## config.mk

```make
export PLATFORM = sky130hd
export DESIGN_NAME = port_a_gpio
export DESIGN_NICKNAME = d
export VERILOG_FILES = /design/src/inc/port_a_pkg.sv /design/src/port_a_gpio.sv
export SDC_FILE = /design/constraint.sdc
export NUM_CORES = 1
export LEC_CHECK = 0
export BUFFER_PORTS_ARGS = -buffer_cell sky130_fd_sc_hd__buf_2
export CAP_MARGIN = 40
export CORE_ASPECT_RATIO = 1.5
export CORE_MARGIN = 2
export CORE_UTILIZATION = 56
export CTS_CLUSTER_DIAMETER = 60
export CTS_CLUSTER_SIZE = 16
export DETAILED_ROUTE_END_ITERATION = 12
export PLACE_DENSITY_LB_ADDON = 0.25
export SYNTH_ARGS = -nofsm -noshare
export SYNTH_HDL_FRONTEND = slang
export SYNTH_SLANG_ARGS = --single-unit
```

## constraint.sdc

```tcl
create_clock -name REF_CLK -period 4.9 [get_ports REF_CLK]
set_clock_uncertainty 0.15 [all_clocks]
set_input_delay 0.245 -clock REF_CLK [delete_from_list [all_inputs] [get_ports REF_CLK]]
set_output_delay 0.245 -clock REF_CLK [all_outputs]
set_load 0.05 [all_outputs]
```

## src/inc/port_a_pkg.sv

```systemverilog
// Register map, field positions and reset values of the port A block
package port_a_pkg;
    // Register indices; byte address is four times the index
    localparam logic [7:0] IDX_PIN_DATA   = 8'h05;
    localparam logic [7:0] IDX_DIRECTION  = 8'h85;
    localparam logic [7:0] IDX_PULLUP_EN  = 8'h95;
    localparam logic [7:0] IDX_CHANGE_EN  = 8'h96;
    localparam logic [7:0] IDX_OPTION     = 8'h81;
    localparam logic [7:0] IDX_INT_CTRL   = 8'h0b;
    localparam logic [7:0] IDX_POWER_CTRL = 8'h8e;

    // Field positions
    localparam int OPT_PULLUP_OFF_BIT  = 7;
    localparam int INT_GLOBAL_EN_BIT   = 7;
    localparam int INT_CHANGE_EN_BIT   = 3;
    localparam int INT_CHANGE_FLAG_BIT = 0;
    localparam int PWR_WAKE_EN_BIT     = 5;
    localparam int INPUT_ONLY_PIN      = 3;

    // Implemented bits and crystal pin mask
    localparam logic [5:0] PULLUP_IMPL_MASK = 6'h37;
    localparam logic [5:0] CRYSTAL_PIN_MASK = 6'h30;
    localparam logic [7:0] INT_CTRL_MASK    = 8'h89;
    localparam logic [7:0] POWER_CTRL_MASK  = 8'h20;

    // Reset values
    localparam logic [5:0] RST_OUT_LATCH  = 6'h00;
    localparam logic [5:0] RST_DIRECTION  = 6'h3f;
    localparam logic [5:0] RST_PULLUP_EN  = 6'h37;
    localparam logic [5:0] RST_CHANGE_EN  = 6'h00;
    localparam logic [7:0] RST_OPTION     = 8'hff;
    localparam logic [7:0] RST_INT_CTRL   = 8'h00;
    localparam logic [7:0] RST_POWER_CTRL = 8'h00;
    localparam logic [5:0] RST_CMP_LATCH  = 6'h00;

    // Bus responses
    localparam logic [1:0] RESP_OKAY   = 2'b00;
    localparam logic [1:0] RESP_SLVERR = 2'b10;
endpackage : port_a_pkg

```

## src/port_a_gpio.sv

```systemverilog
// Six-pin port with pull-ups, change detection and low-power wake
//
// Design decision made here: the AXI4-Lite slave port.
`timescale 1ns/1ps
// Behaviour
// RULE1 - Pins other than three have a weak pull-up, each with its enable bit.
// RULE2 - A pin in output mode never has its pull-up on.
// RULE3 - Option bit 7 gates all pull-ups and resets to pull-ups off; here the pin three pull-up is not gated by it.
// RULE4 - Pin three pull-up follows the master clear selection, no register bit.
// RULE5 - Data register reads pin levels in bits 5-0, bits 7-6 read zero.
// RULE6 - Direction 1 makes an input, 0 drives the output latch; reset to 1.
// RULE7 - Direction bit of pin three is read-only and reads 1.
// RULE8 - In crystal modes bits 5:4 of direction, pull-up and change enables read 1.
// RULE9 - Pull-up enable bits 5,4,2,1,0 act; bit 3 and 7-6 read 0.
// RULE10 - Pull-up on only with its enable, input mode and global permission.
// RULE11 - Each pin has a change enable bit, cleared at power-on reset.
// RULE12 - Enabled pins compare against the read latch; any mismatch sets change flag.
// RULE13 - A port change condition wakes the device from sleep.
// RULE14 - Any data register access reloads the latch; software then clears flag.
// RULE15 - A lasting mismatch keeps setting the change flag over software clears.
// RULE16 - The compare latch survives warm resets; flag sets again on mismatch.
// RULE17 - A change during a port read may be missed; accepted.
// RULE18 - Power control bit 5 switches a current sink onto pin zero.
// RULE19 - Software charges pin zero, enables change, makes it input, then sleeps.
// RULE20 - Pin zero falling wakes the core; vector if global enable set.
// RULE21 - Change event interrupts only with global interrupt enable set.
// RULE22 - Mismatch is checked every cycle on registered pin samples.
module port_a_gpio #(
    parameter int ADDR_W = 10,
    parameter int PINS   = 6
) (
    input  wire logic              REF_CLK,
    input  wire logic              RESETN,
    input  wire logic              WARM_RESETN,
    input  wire logic [ADDR_W-1:0] AWADDR,
    input  wire logic              AWVALID,
    output logic                   AWREADY,
    input  wire logic [31:0]       WDATA,
    input  wire logic [3:0]        WSTRB,
    input  wire logic              WVALID,
    output logic                   WREADY,
    output logic [1:0]             BRESP,
    output logic                   BVALID,
    input  wire logic              BREADY,
    input  wire logic [ADDR_W-1:0] ARADDR,
    input  wire logic              ARVALID,
    output logic                   ARREADY,
    output logic [31:0]            RDATA,
    output logic [1:0]             RRESP,
    output logic                   RVALID,
    input  wire logic              RREADY,
    input  wire logic [PINS-1:0]   PIN_IN,
    output logic [PINS-1:0]        PIN_OUT,
    output logic [PINS-1:0]        PIN_OE,
    output logic [PINS-1:0]        PULLUP_ON,
    output logic                   ULP_SINK_ON,
    input  wire logic              CLEAR_PIN_SELECT,
    input  wire logic              CRYSTAL_MODE,
    input  wire logic              SLEEP_ENTER,
    output logic                   SLEEPING,
    output logic                   WAKE,
    output logic                   WAKE_TO_VECTOR,
    output logic                   PORT_IRQ
);

    // Word index from a byte address
    function automatic logic [7:0] word_index(input logic [ADDR_W-1:0] addr);
        word_index = addr[9:2];
    endfunction : word_index

    // Register is mapped and word aligned
    function automatic logic is_mapped(input logic [ADDR_W-1:0] addr);
        logic [7:0] idx;
        idx = addr[9:2];
        is_mapped = (addr[1:0] == 2'b00) &&
                    (idx == port_a_pkg::IDX_PIN_DATA ||
                     idx == port_a_pkg::IDX_DIRECTION ||
                     idx == port_a_pkg::IDX_PULLUP_EN ||
                     idx == port_a_pkg::IDX_CHANGE_EN ||
                     idx == port_a_pkg::IDX_OPTION ||
                     idx == port_a_pkg::IDX_INT_CTRL ||
                     idx == port_a_pkg::IDX_POWER_CTRL);
    endfunction : is_mapped

    logic [PINS-1:0]   out_latch;
    logic [PINS-1:0]   direction;
    logic [PINS-1:0]   pullup_en;
    logic [PINS-1:0]   change_en;
    logic [7:0]        option;
    logic [7:0]        int_ctrl;
    logic [7:0]        power_ctrl;
    logic [PINS-1:0]   pin_sample;
    logic [PINS-1:0]   cmp_latch;
    logic              aw_full;
    logic              w_full;
    logic [ADDR_W-1:0] aw_addr;
    logic [31:0]       w_data;
    logic              w_lane0;
    logic              aw_fire;
    logic              w_fire;
    logic              do_write;
    logic [ADDR_W-1:0] wr_addr;
    logic [7:0]        wr_byte;
    logic [7:0]        wr_idx;
    logic              wr_ok;
    logic              ar_fire;
    logic [7:0]        rd_idx;
    logic [7:0]        rd_value;
    logic              port_access;
    logic [PINS-1:0]   crystal_bits;
    logic [PINS-1:0]   dir_eff;
    logic [PINS-1:0]   pullup_eff;
    logic [PINS-1:0]   change_eff;
    logic [PINS-1:0]   pin_levels;
    logic              mismatch;
    logic              change_flag;
    logic              next_flag;
    logic              wake_cond;

    // Channel handshakes and merged write request
    assign AWREADY  = !aw_full && !BVALID;
    assign WREADY   = !w_full && !BVALID;
    assign ARREADY  = !RVALID;
    assign aw_fire  = AWVALID && AWREADY;
    assign w_fire   = WVALID && WREADY;
    assign ar_fire  = ARVALID && ARREADY;
    assign do_write = (aw_full || aw_fire) && (w_full || w_fire);
    assign wr_addr  = aw_full ? aw_addr : AWADDR;
    assign wr_byte  = w_full ? w_data[7:0] : WDATA[7:0];
    assign wr_idx   = word_index(wr_addr);
    assign wr_ok    = do_write && is_mapped(wr_addr)
                      && (w_full ? w_lane0 : WSTRB[0]);
    assign rd_idx   = (ARADDR[1:0] == 2'b00) ? word_index(ARADDR) : 8'h00;

    // Write address and data holding, either order
    always_ff @(posedge REF_CLK or negedge RESETN) begin
        if (!RESETN) begin
            aw_full <= 1'b0;
            w_full  <= 1'b0;
            aw_addr <= '0;
            w_data  <= '0;
            w_lane0 <= 1'b0;
        end else if (do_write) begin
            aw_full <= 1'b0;
            w_full  <= 1'b0;
        end else begin
            if (aw_fire) begin
                aw_full <= 1'b1;
                aw_addr <= AWADDR;
            end
            if (w_fire) begin
                w_full  <= 1'b1;
                w_data  <= WDATA;
                w_lane0 <= WSTRB[0];
            end
        end
    end

    // Write response, error on unmapped index
    always_ff @(posedge REF_CLK or negedge RESETN) begin
        if (!RESETN) begin
            BVALID <= 1'b0;
            BRESP  <= port_a_pkg::RESP_OKAY;
        end else if (do_write) begin
            BVALID <= 1'b1;
            BRESP  <= is_mapped(wr_addr) ? port_a_pkg::RESP_OKAY
                                         : port_a_pkg::RESP_SLVERR;
        end else if (BREADY) begin
            BVALID <= 1'b0;
        end
    end

    // Output latch, cleared by warm reset too
    always_ff @(posedge REF_CLK or negedge RESETN) begin
        if (!RESETN) begin
            out_latch <= port_a_pkg::RST_OUT_LATCH;
        end else if (!WARM_RESETN) begin
            out_latch <= port_a_pkg::RST_OUT_LATCH;
        end else if (wr_ok && wr_idx == port_a_pkg::IDX_PIN_DATA) begin
            out_latch <= wr_byte[PINS-1:0];
        end
    end

    // RULE6 direction bits reset to input
    always_ff @(posedge REF_CLK or negedge RESETN) begin
        if (!RESETN) begin
            direction <= port_a_pkg::RST_DIRECTION;
        end else if (!WARM_RESETN) begin
            direction <= port_a_pkg::RST_DIRECTION;
        end else if (wr_ok && wr_idx == port_a_pkg::IDX_DIRECTION) begin
            direction <= wr_byte[PINS-1:0];
        end
    end

    // RULE9 only implemented pull-up bits store
    always_ff @(posedge REF_CLK or negedge RESETN) begin
        if (!RESETN) begin
            pullup_en <= port_a_pkg::RST_PULLUP_EN;
        end else if (!WARM_RESETN) begin
            pullup_en <= port_a_pkg::RST_PULLUP_EN;
        end else if (wr_ok && wr_idx == port_a_pkg::IDX_PULLUP_EN) begin
            pullup_en <= wr_byte[PINS-1:0] & port_a_pkg::PULLUP_IMPL_MASK;
        end
    end

    // RULE11 change enables cleared at reset
    always_ff @(posedge REF_CLK or negedge RESETN) begin
        if (!RESETN) begin
            change_en <= port_a_pkg::RST_CHANGE_EN;
        end else if (!WARM_RESETN) begin
            change_en <= port_a_pkg::RST_CHANGE_EN;
        end else if (wr_ok && wr_idx == port_a_pkg::IDX_CHANGE_EN) begin
            change_en <= wr_byte[PINS-1:0];
        end
    end

    // RULE3 option resets with pull-ups globally off
    always_ff @(posedge REF_CLK or negedge RESETN) begin
        if (!RESETN) begin
            option <= port_a_pkg::RST_OPTION;
        end else if (!WARM_RESETN) begin
            option <= port_a_pkg::RST_OPTION;
        end else if (wr_ok && wr_idx == port_a_pkg::IDX_OPTION) begin
            option <= wr_byte;
        end
    end

    // Interrupt control enables; flag kept apart
    always_ff @(posedge REF_CLK or negedge RESETN) begin
        if (!RESETN) begin
            int_ctrl <= port_a_pkg::RST_INT_CTRL;
        end else if (!WARM_RESETN) begin
            int_ctrl <= port_a_pkg::RST_INT_CTRL;
        end else if (wr_ok && wr_idx == port_a_pkg::IDX_INT_CTRL) begin
            int_ctrl <= wr_byte & port_a_pkg::INT_CTRL_MASK;
        end
    end

    // RULE18 wake enable in power control
    always_ff @(posedge REF_CLK or negedge RESETN) begin
        if (!RESETN) begin
            power_ctrl <= port_a_pkg::RST_POWER_CTRL;
        end else if (!WARM_RESETN) begin
            power_ctrl <= port_a_pkg::RST_POWER_CTRL;
        end else if (wr_ok && wr_idx == port_a_pkg::IDX_POWER_CTRL) begin
            power_ctrl <= wr_byte & port_a_pkg::POWER_CTRL_MASK;
        end
    end

    // RULE22 pin samples taken every cycle
    always_ff @(posedge REF_CLK or negedge RESETN) begin
        if (!RESETN) begin
            pin_sample <= '0;
        end else begin
            pin_sample <= PIN_IN;
        end
    end

    // RULE8 crystal pins forced to one
    assign crystal_bits = CRYSTAL_MODE ? port_a_pkg::CRYSTAL_PIN_MASK : '0;

    // RULE7 pin three always an input
    always_comb begin
        dir_eff = direction | crystal_bits;
        dir_eff[port_a_pkg::INPUT_ONLY_PIN] = 1'b1;
    end

    assign change_eff = change_en | crystal_bits;

    // RULE1 RULE2 RULE10 per-pin pull-up gating
    always_comb begin
        pullup_eff = (pullup_en | crystal_bits) & port_a_pkg::PULLUP_IMPL_MASK;
        // RULE3 global control gates all pins but three
        PULLUP_ON = pullup_eff & dir_eff
                    & {PINS{!option[port_a_pkg::OPT_PULLUP_OFF_BIT]}};
        // RULE4 pin three follows clear selection
        PULLUP_ON[port_a_pkg::INPUT_ONLY_PIN] = CLEAR_PIN_SELECT;
    end

    // RULE6 driver on when direction is zero
    assign PIN_OUT = out_latch;
    assign PIN_OE  = ~dir_eff;

    // RULE18 current sink onto pin zero
    assign ULP_SINK_ON = power_ctrl[port_a_pkg::PWR_WAKE_EN_BIT];

    // RULE5 pin levels; pin three zero as clear input
    always_comb begin
        pin_levels = pin_sample;
        if (CLEAR_PIN_SELECT) begin
            pin_levels[port_a_pkg::INPUT_ONLY_PIN] = 1'b0;
        end
    end

    // Read value mux; misaligned and unimplemented bits read zero
    always_comb begin
        rd_value = 8'h00;
        unique case (rd_idx)
            port_a_pkg::IDX_PIN_DATA:   rd_value = {2'b00, pin_levels};
            // RULE7 RULE8 direction readback
            port_a_pkg::IDX_DIRECTION:  rd_value = {2'b00, dir_eff};
            // RULE9 RULE8 pull-up readback
            port_a_pkg::IDX_PULLUP_EN:  rd_value = {2'b00, pullup_eff};
            port_a_pkg::IDX_CHANGE_EN:  rd_value = {2'b00, change_eff};
            port_a_pkg::IDX_OPTION:     rd_value = option;
            port_a_pkg::IDX_INT_CTRL: begin
                rd_value = int_ctrl;
                rd_value[port_a_pkg::INT_CHANGE_FLAG_BIT] = change_flag;
            end
            port_a_pkg::IDX_POWER_CTRL: rd_value = power_ctrl;
            default:                    rd_value = 8'h00;
        endcase
    end

    // Read data channel
    always_ff @(posedge REF_CLK or negedge RESETN) begin
        if (!RESETN) begin
            RVALID <= 1'b0;
            RDATA  <= '0;
            RRESP  <= port_a_pkg::RESP_OKAY;
        end else if (ar_fire) begin
            RVALID <= 1'b1;
            RDATA  <= {24'h000000, rd_value};
            RRESP  <= is_mapped(ARADDR) ? port_a_pkg::RESP_OKAY
                                        : port_a_pkg::RESP_SLVERR;
        end else if (RREADY) begin
            RVALID <= 1'b0;
        end
    end

    // RULE14 any data register access reloads latch
    assign port_access =
        (ar_fire && is_mapped(ARADDR) && rd_idx == port_a_pkg::IDX_PIN_DATA) ||
        (wr_ok && wr_idx == port_a_pkg::IDX_PIN_DATA);

    // RULE16 latch kept through warm reset
    always_ff @(posedge REF_CLK or negedge RESETN) begin
        if (!RESETN) begin
            cmp_latch <= port_a_pkg::RST_CMP_LATCH;
        end else if (port_access) begin
            // RULE17 latch loads the current sample; a same-cycle mismatch still sets the flag
            cmp_latch <= pin_sample;
        end
    end

    // RULE12 OR of enabled mismatches
    assign mismatch = |((pin_sample ^ cmp_latch) & change_eff);

    // RULE15 set wins over software clear
    always_comb begin
        next_flag = change_flag;
        if (wr_ok && wr_idx == port_a_pkg::IDX_INT_CTRL) begin
            next_flag = wr_byte[port_a_pkg::INT_CHANGE_FLAG_BIT];
        end
        if (mismatch) begin
            next_flag = 1'b1;
        end
    end

    // RULE16 flag resets but mismatch sets it again
    always_ff @(posedge REF_CLK or negedge RESETN) begin
        if (!RESETN) begin
            change_flag <= 1'b0;
        end else if (!WARM_RESETN) begin
            change_flag <= mismatch;
        end else begin
            change_flag <= next_flag;
        end
    end

    // RULE21 interrupt needs global enable
    assign PORT_IRQ = change_flag
                      && int_ctrl[port_a_pkg::INT_CHANGE_EN_BIT]
                      && int_ctrl[port_a_pkg::INT_GLOBAL_EN_BIT];

    // RULE13 wake condition from change interrupt
    assign wake_cond = change_flag && int_ctrl[port_a_pkg::INT_CHANGE_EN_BIT];

    // RULE13 RULE19 RULE20 sleep, wake pulse and vector choice
    always_ff @(posedge REF_CLK or negedge RESETN) begin
        if (!RESETN) begin
            SLEEPING       <= 1'b0;
            WAKE           <= 1'b0;
            WAKE_TO_VECTOR <= 1'b0;
        end else if (!WARM_RESETN) begin
            SLEEPING       <= 1'b0;
            WAKE           <= 1'b0;
            WAKE_TO_VECTOR <= 1'b0;
        end else if (SLEEPING && wake_cond) begin
            SLEEPING       <= 1'b0;
            WAKE           <= 1'b1;
            WAKE_TO_VECTOR <= int_ctrl[port_a_pkg::INT_GLOBAL_EN_BIT];
        end else begin
            SLEEPING       <= SLEEPING || (SLEEP_ENTER && !wake_cond);
            WAKE           <= 1'b0;
            WAKE_TO_VECTOR <= 1'b0;
        end
    end

endmodule : port_a_gpio

```

==> reports/metrics.yaml, run 1 <==
power_frac_comb: 0.282
worstPathCellList: "or3b_1 -> a222oi_1 -> nand3_1 -> nor2_2 -> mux2i_1"
multi_input_area_sq_mm: 0.002200
cellLeakagePower_nw: 2.636
critPathKind: "reg -> reg"
drc: 0
syn_avg_cell_area_sq_um: 10.43
synth-seq-cells: 82
endpoint_kind: "flop"
final_nets: 596
numPortBuffers: 82
synth-main-ff-cell: "dfrtp_1"
p_clk_frac: 0.315
ys_seq_area_frac: 0.4625
drive_above_1_share: 0.3068
post_dp_cell_area_sq_mm: 0.004908
setup_viol: 0
swShare: 0.3456
cp.arrival_ns: 3.59
cp.required_ns: 5.01
synth_area_sq_mm: 0.004486
ant_nets: 0
postLayoutCellArea_sq_mm: 0.005365
worst_skew_pair.late_latency_ns: 0.34
final-max-slew-violation-count: 0
die_w_microns: 77.08
critPathTopFamily: "simple AND/OR/NAND/NOR gates"
async_reset_ff_frac: 1.000
io_pins: 137
switchingPower_uw: 777.5
via_count: 3553
cts.sinks: 82
die-height_microns: 113.6
hp-class: "in -> reg"
startpoint_type: "flop"
hold_violations: 0
grt_overflow: 0
die_area_sq_mm: 0.008756
grt_pass1_vias: 3423
min_period_ns: 3.483
insertedDiodeCount: 0
power_density_mw_per_mm2: 419.3
cts_tree: "done"
min_period_over_period: 0.7107
worst-slew-pin-transition_ns: 1.106
antenna_found_initial: 0
track_usage: 0.2512
seq_power_share: 0.403
num_rows: 40
cellInternalPower_mw: 1.472
drt_iter0_drc: 210
grt_max_degree: 65
timing.slew.headroom: 0.2628
fmax_ghz: 0.2871
cts.path.max_buffers: 2
num-fill-cells: 646
synth-edff-count: 0
drtPass1Iterations: 5
wirelength_microns: 10680
h-tree-depth: 3
cp_slowest_cell: "a222oi_1"
seq_area_sq_mm: 0.002074
core_area_sq_mm: 0.007908
final_cell_mix: "buf_2 (81), dfrtp_1 (64), nand2_1 (48), mux2i_1 (31), conb_1 (27)"
yosys.cell_types.count: 58
netlist_instances: 430
cts_root_buf: "clkbuf_16"
place.gp.congestion: 0.9064
cap_violations: 0
setup-tns-final_ns: 0
cp_num_buf_inv: 0
wl_per_cell_microns: 16.87
ir_drop_mv: 0.4743
ys_warn_count: 0
start_util: 0.5672
clkTransAtPathRegs_ns: 0.06
grt_pass1_wl_microns: 17110
syn_to_final_growth_pct: 19.61
rsz0062_at_grt: "no"
cts_buffers: 9
crit_fanout: 26
status: "finished clean"
dp_hpwl_microns: 7755
final_common_cell: "buf_2"
cp_slowest_stage_delay_ns: 0.91
viasPerCell: 5.613
layout make-up:
class	count	share of cell area
Timing Repair Buffer	99	0.1115
Inverter	12	0.008396
Sequential cell	82	0.3867
Clock inverter	3	0.008629
Tap cell	105	0.02449
Multi-Input combinational cell	319	0.4100
Clock buffer	13	0.05037
flip-flops by register name, indices dropped and copies added (netlist names):
signal / count
aw_addr: 10
RDATA: 8
option: 8
w_data: 8
PIN_OUT: 6
change_en: 6
cmp_latch: 6
pin_sample: 6
direction: 5
pullup_en: 5
int_ctrl: 2
BRESP: 1
BVALID: 1
RRESP: 1
RVALID: 1
SLEEPING: 1
WAKE: 1
WAKE_TO_VECTOR: 1
aw_full: 1
change_flag: 1
power_ctrl: 1
w_full: 1
w_lane0: 1
worst paths after layout:
path	from	to	slack, ns	depth (start not counted)
max reg2reg	aw_full$_DFFE_PN0P_	change_en[5]$_DFFE_PN0P_	1.42	5
min reg2reg	RDATA[6]$_DFFE_PN0P_	RDATA[6]$_DFFE_PN0P_	0.31	2
max	aw_full$_DFFE_PN0P_	change_en[5]$_DFFE_PN0P_	1.42	5
min	WDATA[4]	w_data[4]$_DFFE_PN0P_	0.005	2
min in group asynchronous	RESETN	RVALID$_DFFE_PN0P_	0.17	2
max in group asynchronous	RESETN	pullup_en[0]$_DFFE_PN1P_	3.80	3
synth_stat cells (12+ instances only):
| cell | instances | area share |
|---|---|---|
| mux2i_1 | 31 | 0.069 |
| buf_4 | 29 | 0.049 |
| nor2b_1 | 17 | 0.024 |
| clkbuf_1 | 14 | 0.012 |
| mux2_2 | 26 | 0.065 |
| o21ai_0 | 18 | 0.020 |
| nor2_1 | 26 | 0.022 |
| nand2_1 | 48 | 0.040 |
| dfstp_2 | 18 | 0.11 |
| dfrtp_1 | 64 | 0.36 |
| inv_1 | 12 | 0.010 |
power by group through the flow:
| stage | clock [mW] | combinational (mW) | sequential, mW |
|---|---|---|---|
| 2_1_floorplan | 0 | 0.469 | 0.916 |
| 3_3_place_gp | 0 | 0.608 | 0.907 |
| 6_report | 0.709 | 0.635 | 0.906 |
| 3_5_place_dp | 0 | 0.626 | 0.915 |
| 5_1_grt | 0.740 | 0.686 | 0.925 |
| 4_1_cts | 0.715 | 0.637 | 0.904 |
per-stage QoR:
| stage | cells | worst slack, ns | util | total power, mW | hold slack, ns |
|---|---|---|---|---|---|
| floorplan | 456 | 2.434 | - | 1.385 | -0.2006 |
| global placement | 600 | 1.490 | 0.6150 | 1.515 | 0.2050 |
| detailed placement | 603 | 1.457 | 0.6207 | 1.541 | -0.01045 |
| CTS | 633 | 1.431 | 0.6785 | 2.257 | 0.002218 |
| global route | 633 | 1.091 | 0.6785 | 2.351 | 0.01554 |
| finish | 633 | 1.417 | 0.6785 | 2.250 | 0.004967 |
metal layers:
metal | GRT usage | wire [microns]
met5 | 0 | 0
met4 | 0.1250 | 357
met1 | 0.2800 | 4167
met2 | 0.4596 | 5671
met3 | 0.04351 | 480
repair_timing:
item | CTS | global route
endpoints found under the hold margin | 77 | 0
buffers inserted | 0 | 0
gates resized for setup | 0 | 0
hold buffers | 14 | 0
cell families after synthesis:
family / after synthesis / share of synthesized area
AOI/OAI and AO/OA: 77 / 0.1294
other: 1 / 0.0008360
DFF: 82 / 0.4625
buffers and inverters: 55 / 0.07029
xor gates and xnor gates: 8 / 0.01562
muxes: 63 / 0.1545
and+or+nand+nor: 144 / 0.1668
Note: power is estimated with default switching activity, not from simulation.
==> run 2: changes to the inputs <==
- CORE_UTILIZATION: 56 -> 47
- clock period: 4.9 -> 3 ns (I/O delays scaled with it)
==> run 2 against run 1 <==
Non-clock buffer count rose by 22. Maximum frequency increased by 30%. Global-route usage decreased by 2.3 points. Count of clock-buffer cells in the layout fell by 1. Die area up 18%. Sequential cell count unchanged. Critical endpoint is now direction[5]$_DFFE_PN1P_. Largest power group unchanged.
==> reports/metrics.yaml, run 2 (same netlist as run 1, synthesis figures left out) <==
grt_max_degree: 68  # +4.6%
drtPass1Iterations: 4  # -1
start_util: 0.4847  # -0.08253
grt_overflow: 0  # unchanged
final_nets: 618  # +3.7%
setup_viol: 0  # unchanged
worstRegToRegCells: 6  # +1
worstPathCellList: "buf_4 -> or3b_2 -> a22oi_2 -> nand4_1 -> mux2i_1 -> nand2_1"
ir_drop_mv: 0.7812  # +65%
min_period_ns: 2.676  # -0.8065 ns
setup-tns-final_ns: 0  # unchanged
rsz0062_at_grt: "no"
cp_slowest_cell: "dfrtp_1"
fin_util: 0.6048  # -0.07369
drive_above_1_share: 0.3091  # +0.002273
wirelength_microns: 11290  # +5.7%
final-max-slew-violation-count: 0  # unchanged
status: "finished clean"
via_count: 3551  # -0.056%
num_rows: 43  # +7.5%
ant_nets: 0  # unchanged
cp.required_ns: 3.09  # -1.92 ns
fmax_ghz: 0.3737  # +30%
startpoint_type: "flop"
critPathKind: "reg -> reg"
final_cell_mix: "buf_2 (81), dfrtp_1 (64), nand2_1 (48), mux2i_1 (31), dlygate4sd3_1 (29)"
crit_cells: 6  # +1
track_usage: 0.2286  # -0.02260
top_register: "aw_addr"
numPortBuffers: 82  # unchanged
cts_root_buf: "clkbuf_16"
endpoint_kind: "flop"
cts_tree: "done"
syn_to_final_growth_pct: 24.77
place.gp.congestion: 0.9119  # +0.61%
die_area_sq_mm: 0.01036  # +18%
postLayoutCellArea_sq_mm: 0.005597  # +4.3%
io_pins: 137  # unchanged
post_dp_cell_area_sq_mm: 0.004967  # +1.2%
timing.slew.headroom: 0.5187  # +0.2558
place_inst: 617  # +2.3%
cellLeakagePower_nw: 2.748  # +4.2%
antenna_found_initial: 0  # unchanged
cp_slowest_stage_delay_ns: 0.58  # -0.33 ns
cp.arrival_ns: 2.77  # -0.82 ns
final_common_cell: "buf_2"
hold_violations: 0  # unchanged
grt_pass1_vias: 3609  # +5.4%
insertedDiodeCount: 0  # unchanged
cts_buffers: 9  # unchanged
viasPerCell: 5.364  # -4.4%
hp-class: "in -> reg"
cts_setup_buffers: 0  # unchanged
largest_reg_flops: 10  # unchanged
wl_per_cell_microns: 17.05  # +1.1%
critPathTopFamily: "simple AND/OR/NAND/NOR gates"
core_area_sq_mm: 0.009254  # +17%
dp_hpwl_microns: 8438  # +8.8%
die_w_microns: 83.77  # +8.7%
power_density_mw_per_mm2: 674.6  # +61%
cp_num_buf_inv: 1  # +1
fin_cells: 662  # +4.6%
cts.path.max_buffers: 2  # unchanged
drt_iter0_drc: 131  # -38%
cts.sinks: 82  # unchanged
grt_pass1_wl_microns: 18330  # +7.1%
drc: 0  # unchanged
clkTransAtPathRegs_ns: 0.06  # about the same
whs_path_depth: 3  # +1
h-tree-depth: 3  # unchanged
crit_fanout: 14  # -46%
min_period_over_period: 0.8920  # +0.1813
worst_skew_pair.late_latency_ns: 0.34  # about the same
worst-slew-pin-transition_ns: 0.7195  # -0.3862 ns
cap_violations: 0  # unchanged
die-height_microns: 123.7  # +8.8%
-- run 2: power breakdown --
group	switching, mW	internal (mW)	total, mW
clock network	0.435	0.795	1.23
logic	0.659	0.431	1.09
registers	0.169	1.29	1.46
-- run 2: worst register-to-register path, stage by stage (launching register included) --
cell     delay, ns
dfrtp_1       0.58
buf_4         0.26
or3b_2        0.50
a22oi_2       0.30
nand4_1       0.44
mux2i_1       0.29
nand2_1       0.07
-- run 2: area by class of cell --
cell class | instances | area (sq um)
repair buffers | 121 | 798.3
well taps | 112 | 140.1
inverters | 12 | 45.04
fillers | 794 | 3657
flip-flops and latches | 82 | 2074
multi-input cells | 319 | 2200
clock inverters | 4 | 72.57
clock buffers | 12 | 266.5
-- run 2: layer usage --
metal	GRT usage	wire [microns]	share of wire
met5	0	0	0
met4	0.09879	264	0.023
met3	0.03844	497	0.044
met2	0.4290	6119	0.54
met1	0.2545	4406	0.39
-- run 2: final timing paths --
check                                     start                        to  slack, ns
setup reg to reg            aw_full$_DFFE_PN0P_  direction[5]$_DFFE_PN1P_       0.32
setup / recovery            aw_full$_DFFE_PN0P_  direction[5]$_DFFE_PN1P_       0.32
hold reg to reg            RDATA[1]$_DFFE_PN0P_      RDATA[1]$_DFFE_PN0P_       0.32
min in group asynchronous                RESETN        RVALID$_DFFE_PN0P_       0.06
max in group asynchronous                RESETN     option[0]$_DFFE_PN1P_       2.01
hold / removal                        ARADDR[2]      RRESP[1]$_DFFE_PN0P_       0.02
-- run 2: timing repair --
item | CTS | global route
hold endpoints to repair | 92 | 0
hold buffers | 29 | 0
gates resized for setup | 0 | 0
setup endpoints to repair | 0 | 0
-- run 2: metrics by stage --
stage,setup slack [ns],power [mW],hold WS (ns)
after global placement,0.3489,2.508,0.1098
after CTS,0.3061,3.805,0.01305
after global routing,0.1214,3.968,0.05524
after floorplan,0.5337,2.263,-0.2956
after detailed placement,0.3126,2.535,-0.1225
final,0.3239,3.775,0.01603
==> run 3: changes to the inputs <==
- ABC_AREA: unset -> 1
==> run 3 against run 2 <==
Die area rose by 2.6%. Hold slack improved by 0.031 ns. Wire length fell by 0.84%. Utilization fell by 2.5 points. Critical path depth rose by 6. Register-to-register slack barely moved. Worst setup slack improved by 0.0059 ns. Combinational power rose by 4%. Critical endpoint is now PIN_OUT[2]$_DFFE_PN0P_. Highest routed layer unchanged. Largest cell class is now registers. Count of clock-buffer cells in the layout fell by 2.
==> reports/metrics.yaml, run 3 <==
final_cell_mix: "nand2_1 (222), buf_2 (81), inv_1 (67), dfrtp_1 (64), nand3_1 (53)"
grt_max_degree: 65  # -4.4%
rsz0062_at_grt: "no"
numPortBuffers: 82  # unchanged
synthTopCellsByArea: "dfrtp_1 (35%), nand2_1 (18%), dfstp_2 (10%)"
cp.required_ns: 3.07  # -0.02 ns
synth_area_sq_mm: 0.004607  # +2.7%
cap_violations: 0  # unchanged
setup-tns-final_ns: 0  # unchanged
cts_buffers: 9  # unchanged
timing.slew.headroom: 0.5830  # +0.06428
yosys.cell_count.top_type: "nand2_1"
antenna_found_initial: 0  # unchanged
cts-resized-gates: 0  # unchanged
synth_top_cell_by_area: "dfrtp_1"
track_usage: 0.2189  # -0.009645
cts_root_buf: "clkbuf_16"
endpoint_kind: "flop"
post_dp_cell_area_sq_mm: 0.005010  # +0.86%
drive_above_1_share: 0.1905  # -0.1186
die-height_microns: 125.3  # +1.3%
die_w_microns: 84.84  # +1.3%
grt_pass1_vias: 4006  # +11%
synth_commonest_cells: "nand2_1 (222), inv_1 (67), dfrtp_1 (64)"
yosysTopAreaCellShare: 0.3476  # -0.009406
netlist_instances: 622  # +45%
startpoint_type: "flop"
ys_seq_area_frac: 0.4503  # -0.01218
critPathKind: "reg -> reg"
h-tree-depth: 3  # unchanged
crit_start: "aw_full$_DFFE_PN0P_"
final-max-slew-violation-count: 0  # unchanged
power_density_mw_per_mm2: 657.8  # -2.5%
worst_skew_pair.late_latency_ns: 0.34  # about the same
min_period_ns: 2.670  # -0.005934 ns
cts_tree: "done"
min_period_over_period: 0.8901  # -0.001978
ir_drop_mv: 0.5848  # -25%
synth-seq-cells: 82  # unchanged
drtPass1Iterations: 7  # +3
cts.sinks: 82  # unchanged
drc: 0  # unchanged
num_rows: 44  # +2.3%
power_mw: 3.671  # -2.8%
die_area_sq_mm: 0.01063  # +2.6%
clkTransAtPathRegs_ns: 0.06  # about the same
postLayoutCellArea_sq_mm: 0.005582  # -0.27%
setup_viol: 0  # unchanged
viasPerCell: 5.039  # -6.1%
synth-main-ff-cell: "dfrtp_1"
wirelength_microns: 11190  # -0.84%
top_register: "aw_addr"
yosys.cell_types.count: 38  # -34%
r2r-start: "aw_full$_DFFE_PN0P_"
cp_slowest_cell: "dfrtp_1"
crit_fanout: 19  # +5
syn_avg_cell_area_sq_um: 7.407  # -29%
min-delay-start: "ARADDR[6]"
via_count: 4283  # +21%
async_reset_ff_frac: 1.000  # unchanged
timing.critical_path.mode_cell: "nand2_1"
status: "finished clean"
ant_nets: 0  # unchanged
holdBufCountCts: 29  # unchanged
wl_per_cell_microns: 13.17  # -23%
grt_overflow: 0  # unchanged
syn_to_final_growth_pct: 21.16
hp-class: "in -> reg"
worstPathCellList: "inv_4 -> nand2_1 -> nand2_1 -> nand2_1 -> nor2_1 -> and2_1 -> nor2_1 -> nand2_2 -> nand4_4 -> clkinv_1 -> nand2_1 -> nand2_1"
worst-slew-pin-transition_ns: 0.6256  # -0.09396 ns
final_common_cell: "nand2_1"
largest_reg_flops: 10  # unchanged
cellLeakagePower_nw: 3.148  # +15%
io_pins: 137  # unchanged
cts_setup_buffers: 0  # unchanged
insertedDiodeCount: 0  # unchanged
cp.arrival_ns: 2.74  # -0.03 ns
synth-edff-count: 0  # unchanged
hold_violations: 0  # unchanged
grt_pass1_wl_microns: 18650  # +1.8%
final_nets: 803  # +30%
dp_hpwl_microns: 8260  # -2.1%
place.gp.congestion: 0.9905  # +8.6%
start_util: 0.4782  # -0.006540
drt_iter0_drc: 295  # +130%
cts.path.max_buffers: 2  # unchanged
core_area_sq_mm: 0.009634  # +4.1%
fmax_ghz: 0.3745  # +0.22%
cp_slowest_stage_delay_ns: 0.74  # +0.16 ns
ys_warn_count: 0  # unchanged
## run 3: final cells by class
cell class,instances,area [sq um]
Inverter,70,265.3
Clock inverter,6,42.54
Clock buffer,10,239.0
Fill cell,887,4053
Multi-Input combinational cell,452,2063
Sequential cell,82,2074
Timing Repair Buffer,115,753.2
Tap cell,115,143.9
## run 3: power by group
group	internal (mW)	switching (mW)
clock network	0.582	0.454
logic	0.313	0.817
registers	1.34	0.166
total	2.23	1.44
## run 3: layer usage
| metal | vias to the layer above | part of all wire | global-route usage |
|---|---|---|---|
| met3 | 27 | 0.053 | 0.04884 |
| met4 | 0 | 0.027 | 0.08497 |
| li1 | 2132 | - | - |
| met1 | 1960 | 0.39 | 0.2544 |
| met2 | 164 | 0.53 | 0.3877 |
| met5 | - | 0 | 0 |
## run 3: worst paths after layout
path	endpoint	cells past startpoint	slack, ns
max	PIN_OUT[2]$_DFFE_PN0P_	12	0.33
min	RDATA[6]$_DFFE_PN0P_	4	0.05
max reg2reg	PIN_OUT[2]$_DFFE_PN0P_	12	0.33
min reg2reg	w_data[1]$_DFFE_PN0P_	2	0.33
max in group asynchronous	direction[1]$_DFFE_PN1P_	3	2.00
min in group asynchronous	PIN_OUT[1]$_DFFE_PN0P_	2	0.07
## run 3: cell families (layout without fill, tap and decap cells)
kind of cell	count (synthesis)	count (layout)	share of synthesized area
flops	82	82	0.4503
other cells	1	27	0.0008140
compound gates	75	75	0.08909
xor+xnor	1	1	0.001901
simple gates	349	349	0.3349
buf+inv	114	201	0.1230
## run 3: worst max-delay path: cells and delay by family, from the launching register on
kind,cells,cell delay (ns)
buffers and inverters,2,0.36
AND/OR/NAND/NOR,10,1.29
flip-flops,1,0.74
## run 3: per-stage QoR
stage / std cells / utilization / hold slack [ns] / setup WS (ns)
floorplan: 648 / - / -0.2956 / 0.6390
global placement: 804 / 0.5171 / 0.1106 / 0.4541
detailed placement: 805 / 0.5200 / -0.1020 / 0.3517
CTS: 850 / 0.5794 / 0.03911 / 0.3270
global route: 850 / 0.5794 / 0.08168 / 0.06480
finish: 850 / 0.5794 / 0.04738 / 0.3298
